--- src/udc_core.sv ---
// Shared constants and the count register core of the up/down counter
`timescale 1ns/100ps

// ==========================================================
// Constants shared by the core and the bus top
// ==========================================================
package udc_pkg;
  localparam int unsigned UDC_CNT_W = 4;
  localparam int unsigned UDC_DIV_W = 16;
  // Register byte addresses
  localparam logic [31:0] UDC_OFS_CTRL = 32'h0000_0000;
  localparam logic [31:0] UDC_OFS_DIV = 32'h0000_0004;
  localparam logic [31:0] UDC_OFS_STAT = 32'h0000_0008;
  // Control field positions
  localparam int unsigned UDC_CTRL_CEN_N_BIT = 0;
  localparam int unsigned UDC_CTRL_DOWN_BIT = 1;
  localparam int unsigned UDC_CTRL_LOAD_N_BIT = 2;
  localparam int unsigned UDC_CTRL_PRE_LSB = 4;
  // Status field positions
  localparam int unsigned UDC_STAT_TC_BIT = 4;
  localparam int unsigned UDC_STAT_RCO_N_BIT = 5;
  localparam int unsigned UDC_STAT_PHASE_BIT = 6;
  localparam int unsigned UDC_STAT_LOAD_BIT = 7;
  // Values after reset, and the mask of writable control bits
  localparam logic [31:0] UDC_CTRL_RST = 32'h0000_0005;
  localparam logic [31:0] UDC_CTRL_MASK = 32'h0000_00F7;
  localparam logic [UDC_DIV_W-1:0] UDC_DIV_RST = 16'h0003;
  localparam logic [UDC_CNT_W-1:0] UDC_CNT_RST = 4'h0;
  // Bus transfer type bit that marks an active transfer
  localparam int unsigned UDC_HTRANS_ACT_BIT = 1;
  // Phase of the internal count clock, one-hot
  typedef enum logic [1:0] {
    UDC_PH_LOW = 2'b01,
    UDC_PH_HIGH = 2'b10
  } udc_phase_t;
endpackage

// ==========================================================
// Count register: preset, hold, step up or down
// ==========================================================
module udc_core #(
  parameter int unsigned WIDTH = udc_pkg::UDC_CNT_W
) (
  input wire logic clk,
  input wire logic rst_n,
  input wire logic step,
  input wire logic count_enable_n,
  input wire logic count_down,
  input wire logic load_n,
  input wire logic [WIDTH-1:0] preset,
  output logic [WIDTH-1:0] count_r
);
  import udc_pkg::*;

  // All bits share one edge, so the value never ripples
  always_ff @(posedge clk or negedge rst_n) begin
    if (!rst_n) begin
      count_r <= WIDTH'(UDC_CNT_RST);
    end else if (!load_n) begin
      // Preset beats any step while load is held
      count_r <= preset;
    end else if (step && !count_enable_n) begin
      // Controls only matter at the step edge
      if (count_down) begin
        count_r <= count_r - WIDTH'(1);
      end else begin
        count_r <= count_r + WIDTH'(1);
      end
    end
  end

  // ==========================================================
  // Assertions
  // ==========================================================
  a_load_follow: assert property (@(posedge clk) disable iff (!rst_n)
    !load_n |=> count_r == $past(preset))
    else $error("count did not take the preset");
  a_count_hold: assert property (@(posedge clk) disable iff (!rst_n)
    (step && count_enable_n && load_n) |=> $stable(count_r))
    else $error("count moved while inhibited");
  a_no_step: assert property (@(posedge clk) disable iff (!rst_n)
    (!step && load_n) |=> $stable(count_r))
    else $error("count moved without a step");
  a_step_up: assert property (@(posedge clk) disable iff (!rst_n)
    (step && !count_enable_n && !count_down && load_n)
      |=> count_r == WIDTH'($past(count_r) + WIDTH'(1)))
    else $error("up step wrong");
  a_step_down: assert property (@(posedge clk) disable iff (!rst_n)
    (step && !count_enable_n && count_down && load_n)
      |=> count_r == WIDTH'($past(count_r) - WIDTH'(1)))
    else $error("down step wrong");
  a_wrap_up: assert property (@(posedge clk) disable iff (!rst_n)
    (step && !count_enable_n && !count_down && load_n && (&count_r))
      |=> count_r == '0)
    else $error("no wrap from max to zero");
  a_wrap_down: assert property (@(posedge clk) disable iff (!rst_n)
    (step && !count_enable_n && count_down && load_n && (count_r == '0))
      |=> (&count_r))
    else $error("no wrap from zero to max");
  c_wrap_up: cover property (@(posedge clk) disable iff (!rst_n)
    step && !count_enable_n && !count_down && load_n && (&count_r));
  c_wrap_down: cover property (@(posedge clk) disable iff (!rst_n)
    step && !count_enable_n && count_down && load_n && (count_r == '0));
endmodule // udc_core

--- src/udc_top.sv ---
// AHB-Lite top of the presettable 4-bit up/down counter
`timescale 1ns/100ps

// ==========================================================
// Operation
// - Four-bit counter stepping up or down
// - All count bits change on one edge
// - Step only while count enable low
// - Direction low counts up, high down
// - Up count wraps fifteen to zero
// - Down count wraps zero to fifteen
// - Enable and direction move count only at clock edge
// - Load low forces count to preset
// - Terminal flag high at limit; one period while counting
// - Ripple clock low at limit, low phase, while enabled
// ==========================================================
module udc_top #(
  parameter int unsigned CNT_W = udc_pkg::UDC_CNT_W,
  parameter int unsigned DIV_W = udc_pkg::UDC_DIV_W
) (
  input wire logic hclk,
  input wire logic hresetn,
  input wire logic hsel,
  input wire logic [31:0] haddr,
  input wire logic [1:0] htrans,
  input wire logic hwrite,
  input wire logic [2:0] hsize,
  input wire logic [31:0] hwdata,
  input wire logic hready,
  output logic [31:0] hrdata,
  output logic hreadyout,
  output logic hresp,
  output logic [CNT_W-1:0] count_q,
  output logic terminal_count,
  output logic ripple_clock_n,
  output logic count_clk
);
  import udc_pkg::*;

  // ==========================================================
  // Declarations
  // ==========================================================
  logic take; // Address phase accepted
  logic wr_pend_r; // Write data phase pending
  logic rd_pend_r; // Read data phase pending
  logic [31:0] addr_r; // Word address of the data phase
  logic [3:0] lanes_r; // Byte lanes of the data phase
  logic [31:0] ctrl_r; // Control register
  logic [DIV_W-1:0] div_r; // Half period of the count clock, less one cycle
  logic [31:0] ctrl_nxt; // Control after a write merge
  logic [31:0] div_nxt; // Divider after a write merge
  logic [31:0] stat_word; // Status as read
  logic cen_n; // Count inhibit level
  logic count_down; // Direction
  logic load_n; // Preset hold, active low
  logic [CNT_W-1:0] preset; // Parallel preset value
  logic [CNT_W-1:0] count_r; // Stored count
  udc_phase_t phase_r; // Count clock phase
  logic [DIV_W-1:0] half_cnt_r; // Half period down counter
  logic half_end; // Half period done
  logic step; // Rising edge of the count clock
  logic at_max; // Count at all ones
  logic at_min; // Count at zero

  // ==========================================================
  // Helpers for byte lanes
  // ==========================================================
  // Lanes touched by one transfer
  function automatic logic [3:0] lane_mask(input logic [1:0] a,
                                           input logic [2:0] sz);
    logic [3:0] m;
    m = 4'h0;
    case (sz)
      3'h0: m = 4'h1 << a;
      3'h1: m = a[1] ? 4'hC : 4'h3;
      default: m = 4'hF;
    endcase
    return m;
  endfunction

  // Replace only the written byte lanes
  function automatic logic [31:0] merge(input logic [31:0] old_w,
                                        input logic [31:0] new_w,
                                        input logic [3:0] lanes);
    logic [31:0] r;
    r = old_w;
    for (int i = 0; i < 4; i++) begin
      if (lanes[i]) begin
        r[i*8 +: 8] = new_w[i*8 +: 8];
      end
    end
    return r;
  endfunction

  // ==========================================================
  // Bus slave: address phase capture
  // ==========================================================
  // Zero wait states, so the slave is always ready
  assign hreadyout = 1'b1;
  assign hresp = 1'b0;
  assign take = hsel && hready && htrans[UDC_HTRANS_ACT_BIT];

  // Every transfer ends in its first data phase cycle. Byte and halfword
  // writes touch only their own lanes, but the preset shares byte 0 with the
  // enable, direction and load bits, so a preset byte write rewrites them too.
  // Writes to the status word or to an unmapped word are dropped.
  // Latch the transfer for its data phase
  always_ff @(posedge hclk or negedge hresetn) begin
    if (!hresetn) begin
      wr_pend_r <= 1'b0;
      rd_pend_r <= 1'b0;
      addr_r <= 32'h0000_0000;
      lanes_r <= 4'h0;
    end else if (hready) begin
      wr_pend_r <= take && hwrite;
      rd_pend_r <= take && !hwrite;
      if (take) begin
        addr_r <= {haddr[31:2], 2'b00};
        lanes_r <= lane_mask(haddr[1:0], hsize);
      end
    end
  end

  // ==========================================================
  // Registers
  // ==========================================================
  assign ctrl_nxt = merge(ctrl_r, hwdata, lanes_r) & UDC_CTRL_MASK;
  assign div_nxt = merge(32'(div_r), hwdata, lanes_r);

  // Control: inhibit and load start high, so it idles
  always_ff @(posedge hclk or negedge hresetn) begin
    if (!hresetn) begin
      ctrl_r <= UDC_CTRL_RST;
    end else if (wr_pend_r && addr_r == UDC_OFS_CTRL) begin
      ctrl_r <= ctrl_nxt;
    end
  end

  // Divider: sets the count clock period
  always_ff @(posedge hclk or negedge hresetn) begin
    if (!hresetn) begin
      div_r <= DIV_W'(UDC_DIV_RST);
    end else if (wr_pend_r && addr_r == UDC_OFS_DIV) begin
      div_r <= div_nxt[DIV_W-1:0];
    end
  end

  // Control fields
  assign cen_n = ctrl_r[UDC_CTRL_CEN_N_BIT];
  assign count_down = ctrl_r[UDC_CTRL_DOWN_BIT];
  assign load_n = ctrl_r[UDC_CTRL_LOAD_N_BIT];
  assign preset = ctrl_r[UDC_CTRL_PRE_LSB +: CNT_W];

  // ==========================================================
  // Count clock generator
  // ==========================================================
  // Each half lasts div_r + 1 cycles; a new divider
  // takes effect at the next half boundary, not mid-phase
  // The count clock is a level made from hclk, never a clock net: every
  // count flop runs on hclk and moves on the one-cycle step pulse, so the
  // count bits cannot skew against each other.
  // Trade-off: the fastest count rate is half of hclk, with a divider of
  // zero, which still leaves the ripple clock a low phase of one cycle.
  always_ff @(posedge hclk or negedge hresetn) begin
    if (!hresetn) begin
      half_cnt_r <= DIV_W'(UDC_DIV_RST);
    end else if (half_end) begin
      half_cnt_r <= div_r;
    end else begin
      half_cnt_r <= half_cnt_r - DIV_W'(1);
    end
  end

  assign half_end = (half_cnt_r == '0);

  // Phase toggles at each half boundary
  always_ff @(posedge hclk or negedge hresetn) begin
    if (!hresetn) begin
      phase_r <= UDC_PH_LOW;
    end else begin
      unique case (phase_r)
        UDC_PH_LOW: begin
          if (half_end) begin
            phase_r <= UDC_PH_HIGH;
          end
        end
        UDC_PH_HIGH: begin
          if (half_end) begin
            phase_r <= UDC_PH_LOW;
          end
        end
        // Recover from an illegal code
        default: phase_r <= UDC_PH_LOW;
      endcase
    end
  end

  // Rising edge of the count clock, one cycle wide
  assign step = half_end && (phase_r == UDC_PH_LOW);
  assign count_clk = (phase_r == UDC_PH_HIGH);

  // ==========================================================
  // Count register
  // ==========================================================
  udc_core #(
    .WIDTH(CNT_W)
  ) u_core (
    .clk(hclk),
    .rst_n(hresetn),
    .step(step),
    .count_enable_n(cen_n),
    .count_down(count_down),
    .load_n(load_n),
    .preset(preset),
    .count_r(count_r)
  );

  // ==========================================================
  // Outputs to cascaded stages
  // ==========================================================
  // Both cascade outputs are combinational from flops: a turn of the
  // direction bit at a limit moves the terminal flag without a step, and
  // a cascaded stage must sample them on hclk, never use them as a clock.
  // Preset shows at once, not at the next step
  assign count_q = load_n ? count_r : preset;
  assign at_max = &count_q;
  assign at_min = (count_q == '0);
  // Limit depends on direction; lasts one count period while counting
  assign terminal_count = count_down ? at_min : at_max;
  // Low half only, so a next stage sees a clean rise
  assign ripple_clock_n = ~(terminal_count && !cen_n &&
                            (phase_r == UDC_PH_LOW));

  // ==========================================================
  // Read data
  // ==========================================================
  // Status shows the live count and cascade outputs
  always_comb begin
    stat_word = 32'h0000_0000;
    stat_word[CNT_W-1:0] = count_q;
    stat_word[UDC_STAT_TC_BIT] = terminal_count;
    stat_word[UDC_STAT_RCO_N_BIT] = ripple_clock_n;
    stat_word[UDC_STAT_PHASE_BIT] = count_clk;
    stat_word[UDC_STAT_LOAD_BIT] = !load_n;
  end

  // Unmapped words read zero
  always_comb begin
    hrdata = 32'h0000_0000;
    if (rd_pend_r) begin
      if (addr_r == UDC_OFS_CTRL) begin
        hrdata = ctrl_r;
      end else if (addr_r == UDC_OFS_DIV) begin
        hrdata = 32'(div_r);
      end else if (addr_r == UDC_OFS_STAT) begin
        hrdata = stat_word;
      end
    end
  end

  // ==========================================================
  // Assertions
  // ==========================================================
  a_rco_phase: assert property (@(posedge hclk) disable iff (!hresetn)
    !ripple_clock_n |-> (terminal_count && !cen_n && !count_clk))
    else $error("ripple clock low outside its window");
  a_rco_inhibit: assert property (@(posedge hclk) disable iff (!hresetn)
    cen_n |-> ripple_clock_n)
    else $error("ripple clock low while inhibited");
  a_rco_high_ph: assert property (@(posedge hclk) disable iff (!hresetn)
    count_clk |-> ripple_clock_n)
    else $error("ripple clock low in high phase");
  a_tc_one_period: assert property (@(posedge hclk) disable iff (!hresetn)
    (step && terminal_count && !cen_n && load_n) ##1 $stable(ctrl_r)
      |-> !terminal_count)
    else $error("terminal flag outlived one period");
  a_tc_up_max: assert property (@(posedge hclk) disable iff (!hresetn)
    (step && !cen_n && !count_down && load_n && count_r == CNT_W'(14))
      ##1 $stable(ctrl_r) |-> terminal_count)
    else $error("terminal flag missing at max");
  a_step_gap: assert property (@(posedge hclk) disable iff (!hresetn)
    step |=> !step)
    else $error("count clock edges too close");

  // Terminal flag at the lower limit when counting down
  a_tc_down_min: assert property (@(posedge hclk) disable iff (!hresetn)
    (step && !cen_n && count_down && load_n && count_r == CNT_W'(1))
      ##1 $stable(ctrl_r) |-> terminal_count)
    else $error("terminal flag missing at min");
  a_tc_inhibit: assert property (@(posedge hclk) disable iff (!hresetn)
    (cen_n && load_n && count_down && count_r == '0) |-> terminal_count)
    else $error("terminal flag lost while inhibited");

  // Preset shows at once and is the start of the next count
  a_preset_shown: assert property (@(posedge hclk) disable iff (!hresetn)
    !load_n |-> count_q == preset)
    else $error("count output ignores the preset");
  a_load_resume: assert property (@(posedge hclk) disable iff (!hresetn)
    $rose(load_n) |-> count_r == $past(preset))
    else $error("count lost the preset at release");

  // Count clock shape: a rise at each step, steady inside a half
  a_step_rise: assert property (@(posedge hclk) disable iff (!hresetn)
    step |=> count_clk)
    else $error("count clock did not rise at a step");
  a_phase_hold: assert property (@(posedge hclk) disable iff (!hresetn)
    !half_end |=> $stable(phase_r))
    else $error("count clock moved inside a half period");

  // Bus side: whole-word writes land, control through its writable mask, status is read only
  a_ctrl_write: assert property (@(posedge hclk) disable iff (!hresetn)
    (wr_pend_r && addr_r == UDC_OFS_CTRL && lanes_r == 4'hF)
      |=> ctrl_r == ($past(hwdata) & UDC_CTRL_MASK))
    else $error("control write did not land");
  a_div_write: assert property (@(posedge hclk) disable iff (!hresetn)
    (wr_pend_r && addr_r == UDC_OFS_DIV && lanes_r == 4'hF)
      |=> div_r == $past(hwdata[DIV_W-1:0]))
    else $error("divider write did not land");
  a_stat_ro: assert property (@(posedge hclk) disable iff (!hresetn)
    (wr_pend_r && addr_r == UDC_OFS_STAT) |=> ($stable(ctrl_r) && $stable(div_r)))
    else $error("status write changed a register");
  a_ctrl_clean: assert property (@(posedge hclk) disable iff (!hresetn)
    (ctrl_r & ~UDC_CTRL_MASK) == 32'h0000_0000)
    else $error("reserved control bits set");
  a_rd_idle: assert property (@(posedge hclk) disable iff (!hresetn)
    !rd_pend_r |-> hrdata == 32'h0000_0000)
    else $error("read data outside a data phase");

  // ==========================================================
  // Cover points
  // ==========================================================
  // Main scenarios: a ripple pulse, a load then count, a down wrap
  c_rco_pulse: cover property (@(posedge hclk) disable iff (!hresetn)
    !ripple_clock_n ##1 ripple_clock_n);
  c_load_then_count: cover property (@(posedge hclk) disable iff (!hresetn)
    !load_n ##1 load_n ##[1:40] (step && !cen_n));
  c_wrap_round: cover property (@(posedge hclk) disable iff (!hresetn)
    step && !cen_n && count_down && terminal_count);
endmodule // udc_top

--- config.mk ---
export PLATFORM = sky130hd
export DESIGN_NAME = udc_top
export DESIGN_NICKNAME = d
export VERILOG_FILES = /design/src/udc_core.sv /design/src/udc_top.sv
export SDC_FILE = /design/constraint.sdc
export NUM_CORES = 1
export LEC_CHECK = 0
export BUFFER_PORTS_ARGS = -buffer_cell sky130_fd_sc_hd__buf_2
export CORE_MARGIN = 2
export CORE_UTILIZATION = 35
export DETAILED_ROUTE_END_ITERATION = 10
export SLEW_MARGIN = 20
export SYNTH_ARGS = -nofsm -noshare
export SYNTH_HDL_FRONTEND = slang
export SYNTH_HIERARCHICAL = 1
export SYNTH_SLANG_ARGS = --single-unit
--- constraint.sdc ---
create_clock -name hclk -period 2.6 [get_ports hclk]
set_clock_uncertainty 0.15 [all_clocks]
set_input_delay 0.26 -clock hclk [delete_from_list [all_inputs] [get_ports hclk]]
set_output_delay 0.26 -clock hclk [all_outputs]
set_load 0.005 [all_outputs]
; ---- Yosys cells after proc, flatten, opt, wreduce, memory -nomap -nowiden
; Cells that the tools add are included.
[totals]
ff_bits = 79
rom_bits = 0
mem_bits_rw = 0
n_memories = 0
output_inout_bits = 41
in_bits = 74
elab_cells = 61
latchBits = 0
[op_classes]
div_mod_pow = 0
n_addsub = 3
eq_ne = 8
n_mul = 0
reduce_logical = 23
order_cmp = 0
shift = 1
muxes = 15
bitwise_logic = 1
[op_table]
columns = cell, n
row1 = $mux 16, 4
row2 = $logic_not 32->1, 1
row3 = $eq 30x1->1 const B, 1
row4 = $eq 30x2->1 const B, 1
row5 = $logic_not 16->1, 1
row6 = $mux 4, 4
row7 = $sub 16x1->16 const B, 1
row8 = $logic_and 1x1->1, 10
row9 = $reduce_and 2->1, 5
row10 = $mux 8, 1
row11 = $pmux 2 s2, 2
row12 = $mux 2, 3
row13 = $add 4x1->4 const B, 1
row14 = $logic_not 4->1, 1
row15 = $ne 2x1->1 const B, 2
row16 = $reduce_and 4->1, 1
row17 = $sub 4x1->4 const B, 1
row18 = $eq 3x1->1 const B, 1
row19 = $logic_not 1->1, 3
row20 = $logic_not 3->1, 1
row21 = $eq 2x1->1 const B, 1
row22 = $eq 2x2->1 const B, 1
row23 = $ne 2x2->1 const B, 1
row24 = $shl 1x2->2 const A, 1
row25 = other kinds (2), 2

; ---- Longest topological paths before layout
[depth]
word_depth = 10
depth_mapped = 10
ltp_nobuf = 8

; ---- By module
; The synthesis kept the hierarchy.
[modules_own_cells]
columns = mod, area_per_inst_um2, seq_area_each_um2, cells_per_inst, n_inst
row1 = udc_top, 3664.8, 1885.6, 321, 1
row2 = udc_core, 342.8, 100.1, 37, 1

; ---- Least setup slack after synthesis
; OpenSTA, ideal clock, no wires.
[synth_timing]
kind = register to output
from = reg ctrl_r[2]
to = out hrdata[5]
required_ns = 2.190
path_slack_ns = -0.059
path_buffers = 1
stages_incl_launch_ff = 7
arrival_ns = 2.249
cell_sequence = dfstp_2 clkbuf_1 mux2_2 or4_1 mux2i_1 a21oi_1 o221a_2
[synth_via]
elab_chain_cells = 10
word_cells_on_any_way = 11
classes_between = mux: 6 / bitwise: 1 / reduce/logical: 4
[synth_rtl]
columns = element, line
row1 = from (decl), udc_top.sv:48  ; logic [31:0] ctrl_r;
row2 = from (signal assigned), udc_top.sv:135  ; ctrl_r <= ctrl_nxt;
row3 = $mux 4 *, udc_top.sv:225  ; assign count_q = load_n ? count_r : preset;
row4 = named net count_q[0], udc_top.sv:33  ; output logic [CNT_W-1:0] count_q,
row5 = $reduce_and 4->1 or $logic_not 4->1 (tied branches), "udc_top.sv:226, udc_top.sv:227"
row6 = $mux 1 *, udc_top.sv:229  ; assign terminal_count = count_down ? at_min : at_max;
row7 = named net terminal_count, udc_top.sv:34  ; output logic terminal_count,
row8 = $logic_and 1x1->1 * (2 in series), udc_top.sv:231  ; assign ripple_clock_n = ~(terminal_count && !cen_n &&
row9 = $not 1->1 *, udc_top.sv:231
row10 = $mux 8 *, udc_top.sv:255  ; end else if (addr_r == UDC_OFS_STAT) begin
row11 = $mux 16 *, udc_top.sv:253  ; end else if (addr_r == UDC_OFS_DIV) begin
row12 = $mux 16 *, udc_top.sv:251  ; if (addr_r == UDC_OFS_CTRL) begin
row13 = $mux 16 *, udc_top.sv:250  ; if (rd_pend_r) begin
row14 = to (decl), udc_top.sv:30  ; output logic [31:0] hrdata,
; Mark *: on every way through the listed nets, which the timed path passes. The rest lies on a longest branch.

; ---- Final worst setup path
[layout_timing]
from = reg ctrl_r[2]
to = out hrdata[5]
[layout_via]
elab_chain_cells = 10
word_cells_on_any_way = 11
classes_between = mux: 6 / bitwise: 1 / reduce/logical: 4
[layout_rtl]
columns = element, line
row1 = $mux 4 *, udc_top.sv:225
row2 = $reduce_and 4->1 or $logic_not 4->1 (tied branches), "udc_top.sv:226, udc_top.sv:227"
row3 = $mux 1 *, udc_top.sv:229
row4 = $logic_and 1x1->1 * (2 in series), udc_top.sv:231
row5 = $not 1->1 *, udc_top.sv:231
row6 = $mux 8 *, udc_top.sv:255
row7 = $mux 16 *, udc_top.sv:253
row8 = $mux 16 *, udc_top.sv:251
row9 = $mux 16 *, udc_top.sv:250
; Every way passes the cells marked *; elsewhere a longest branch is shown, timed or not.

==> flow_metrics.py <==
metrics = {
    "route": {
        "vias_per_cell": 4.91,
        "num_vias": 3011,
        "postRouteWirelength_mm": 8.69,
        "postRouteAntennaNets": 0,
        "drtIter0Drc": 142,
        "post-route-drc-count": 0,
        "wl_per_cell_um": 14.2,
        "drt_pass1_iterations": 4,
    },
    "sta": {
        "finalCritPeriodShare": 1.09,
        "max-slew-margin-rel": 0.627,
        "setup_viol": 14,
        "slew_viol_final": 0,
        "tightest_slew_ps": 558,
        "rsz0062_at_grt": "true",
        "fin_setup_tns_ps": -1390,
        "min_period_ps": 2830,
        "worst_slack_ps": -231,
        "max_freq_ghz": 0.353,
        "final_hold_viol_count": 0,
        "holdWs_ps": 13.0,
    },
    "die": {
        "rows": 39,
        "die_w_um": 111,
        "start_util": 0.356,
        "io_pins": 115,
        "die_area_um2": 12300,
        "core_um2": 11300,
        "die_h_um": 111,
    },
    "logic_synthesis": {
        "netlist_area_um2": 4010,
        "avgSynthCellArea_um2": 11.2,
        "synth-edff-count": 0,
        "netlist-cell-type-count": 49,
        "synth-main-ff-cell": "dfrtp_1",
        "yosysSeqAreaShare": 0.495,
        "yosysWarnings": 6,
        "netlist_instances": 358,
        "synthArstFlopShare": 1.00,
        "synth-seq-cells": 79,
    },
    "pwr": {
        "power_per_cell_area_nw_per_um2": 717,
        "intPower_mw": 2.73,
        "p_sw_frac": 0.269,
        "leakage_nw": 2.47,
        "p_seq_frac": 0.454,
        "total_power_mw": 3.74,
        "p_comb_frac": 0.178,
        "ir_drop_mv": 0.368,
        "switchingPower_mw": 1.00,
        "clockPowerShare": 0.367,
    },
    "worst_setup_path": {
        "cp_max_fo": 7,
        "crit_type": "reg2out",
        "rr_worst_depth": 7,
        "required_ps": 2190,
        "cp-start-kind": "register",
        "end_kind": "output port",
        "cp.arrival_ps": 2420,
    },
    "placement": {
        "post-place-ws_ps": 13.1,
        "place_area_um2": 4610,
        "port_buffers": 79,
        "gp_routability_congestion": 0.791,
        "dp_cells": 585,
        "place_hpwl_mm": 6.33,
    },
    "global_routing": {
        "grt_first_pass_wirelength_mm": 14.4,
        "antenna_found_initial": 0,
        "grt_pass1_vias": 2992,
        "grt_max_degree": 42,
        "track_usage": 0.145,
        "grt-ovfl-total": 0,
    },
    "layout": {
        "drive_above_1_share": 0.443,
        "fillCellCount": 1049,
        "layout_commonest_cell": "buf_2",
        "final_nets": 544,
        "post_layout_nonfiller_instances": 613,
        "final_util": 0.463,
        "antenna_cells": 0,
        "final_cell_area_um2": 5210,
        "final_cell_mix": "77 x buf_2, 72 x dfrtp_1, 48 x mux2_2, 25 x nor2_1, 22 x a21oi_1",
        "syn2layout_area_growth_pct": 30.1,
    },
    "hold_path": {
        "hold_depth": 2,
        "hp-class": "in2reg",
    },
    "outcome": {
        "violations": "negative setup slack",
        "outcome": "finished, violations left",
    },
    "clocking": {
        "h-tree-depth": 3,
        "clk_path_buf_depth": 2,
        "clk_pin_slew_ps": 60,
        "cts_num_sinks": 79,
        "cts_buffers": 9,
        "cts_root_buffer": "clkbuf_16",
        "clk_latency_ps": 330,
        "cts_tree": "done",
    },
    "job": {
        "drv_cap": 0,
    },
}
-- power by group through the flow --
stage	clock [mW]	sequential (mW)	combinational [mW]
2_1_floorplan	0	1.64	0.484
5_1_grt	1.47	1.74	0.755
4_1_cts	1.41	1.69	0.655
3_5_place_dp	0	1.70	0.632
3_3_place_gp	0	1.69	0.614
6_report	1.37	1.70	0.666
-- metal layers --
layer,share of wire,wire (um),track usage
met5,0,0,0
met4,0.0069,60,0.0450
met3,0.054,469,0.0410
met2,0.50,4380,0.239
met1,0.44,3780,0.185
-- worst max-delay path, stage by stage, from the launching register on --
cell and delay, ps:
dfstp_2 620, mux2_4 320, or4_4 540, mux2i_4 180
a21oi_2 70, o221a_2 240, buf_2 120
-- flip-flops by register name, indices dropped and copies added, names as in the netlist --
name,count
addr_r,30
ctrl_r,7
div_r,16
half_cnt_r,16
lanes_r,2
phase_r,2
rd_pend_r,1
u_core/count_r,4
wr_pend_r,1
-- kinds of logic after synthesis --
logic type / after synthesis / share of synthesized area
AO/OA/AOI/OAI: 49 / 0.0784
XOR/XNOR: 13 / 0.0284
adder cells (fa/ha/maj): 5 / 0.0175
buffers and inverters: 47 / 0.0652
flip-flops: 79 / 0.495
multiplexers: 59 / 0.166
other: 2 / 0.00187
AND/OR/NAND/NOR: 104 / 0.147
-- timing repair --
action,CTS,global route
gates resized for setup,12,24
hold buffers,6,1
hold endpoints to repair,44,1
buffers inserted,4,5
endpoints found under the setup margin,18,27
pin swaps,3,5
-- worst paths after layout --
check                      startpoint          to  slack [ps]
hold / removal              haddr[20]  addr_r[20]          10
hold reg to reg             addr_r[6]   addr_r[6]         350
setup / recovery            ctrl_r[2]   hrdata[5]        -230
min in group asynchronous     hresetn  addr_r[31]         300
setup reg to reg           addr_r[27]   ctrl_r[1]         -70
max in group asynchronous     hresetn   ctrl_r[0]        1330
-- synth_stat cells (all sizes together), types with 4 or more instances --
master	n	area, um2
nand3	8	40.0
nor4	13	93.8
o21ai	5	25.0
inv	15	56.3
dfstp	7	184
mux2	58	657
dfrtp	72	1800
ha	4	50.1
and2	9	56.3
nand2	15	56.3
or4	4	30.0
xor2	5	43.8
a21oi	23	115
clkbuf	11	42.5
xnor2	8	70.1
nor2	27	101
nor3	9	56.3
buf	21	163
-- area by class of cell --
cell class                 instances  area, um2  share of cell area
sequential                        79       1990               0.381
multi-input combinational        248       1960               0.376
timing repair buffer             112        701               0.134
inverter                          15       56.3              0.0108
clock inverter                     5       80.1              0.0154
tap                              143        179              0.0343
clock buffer                      11        253              0.0485
Power figures use the tool's default switching activity.
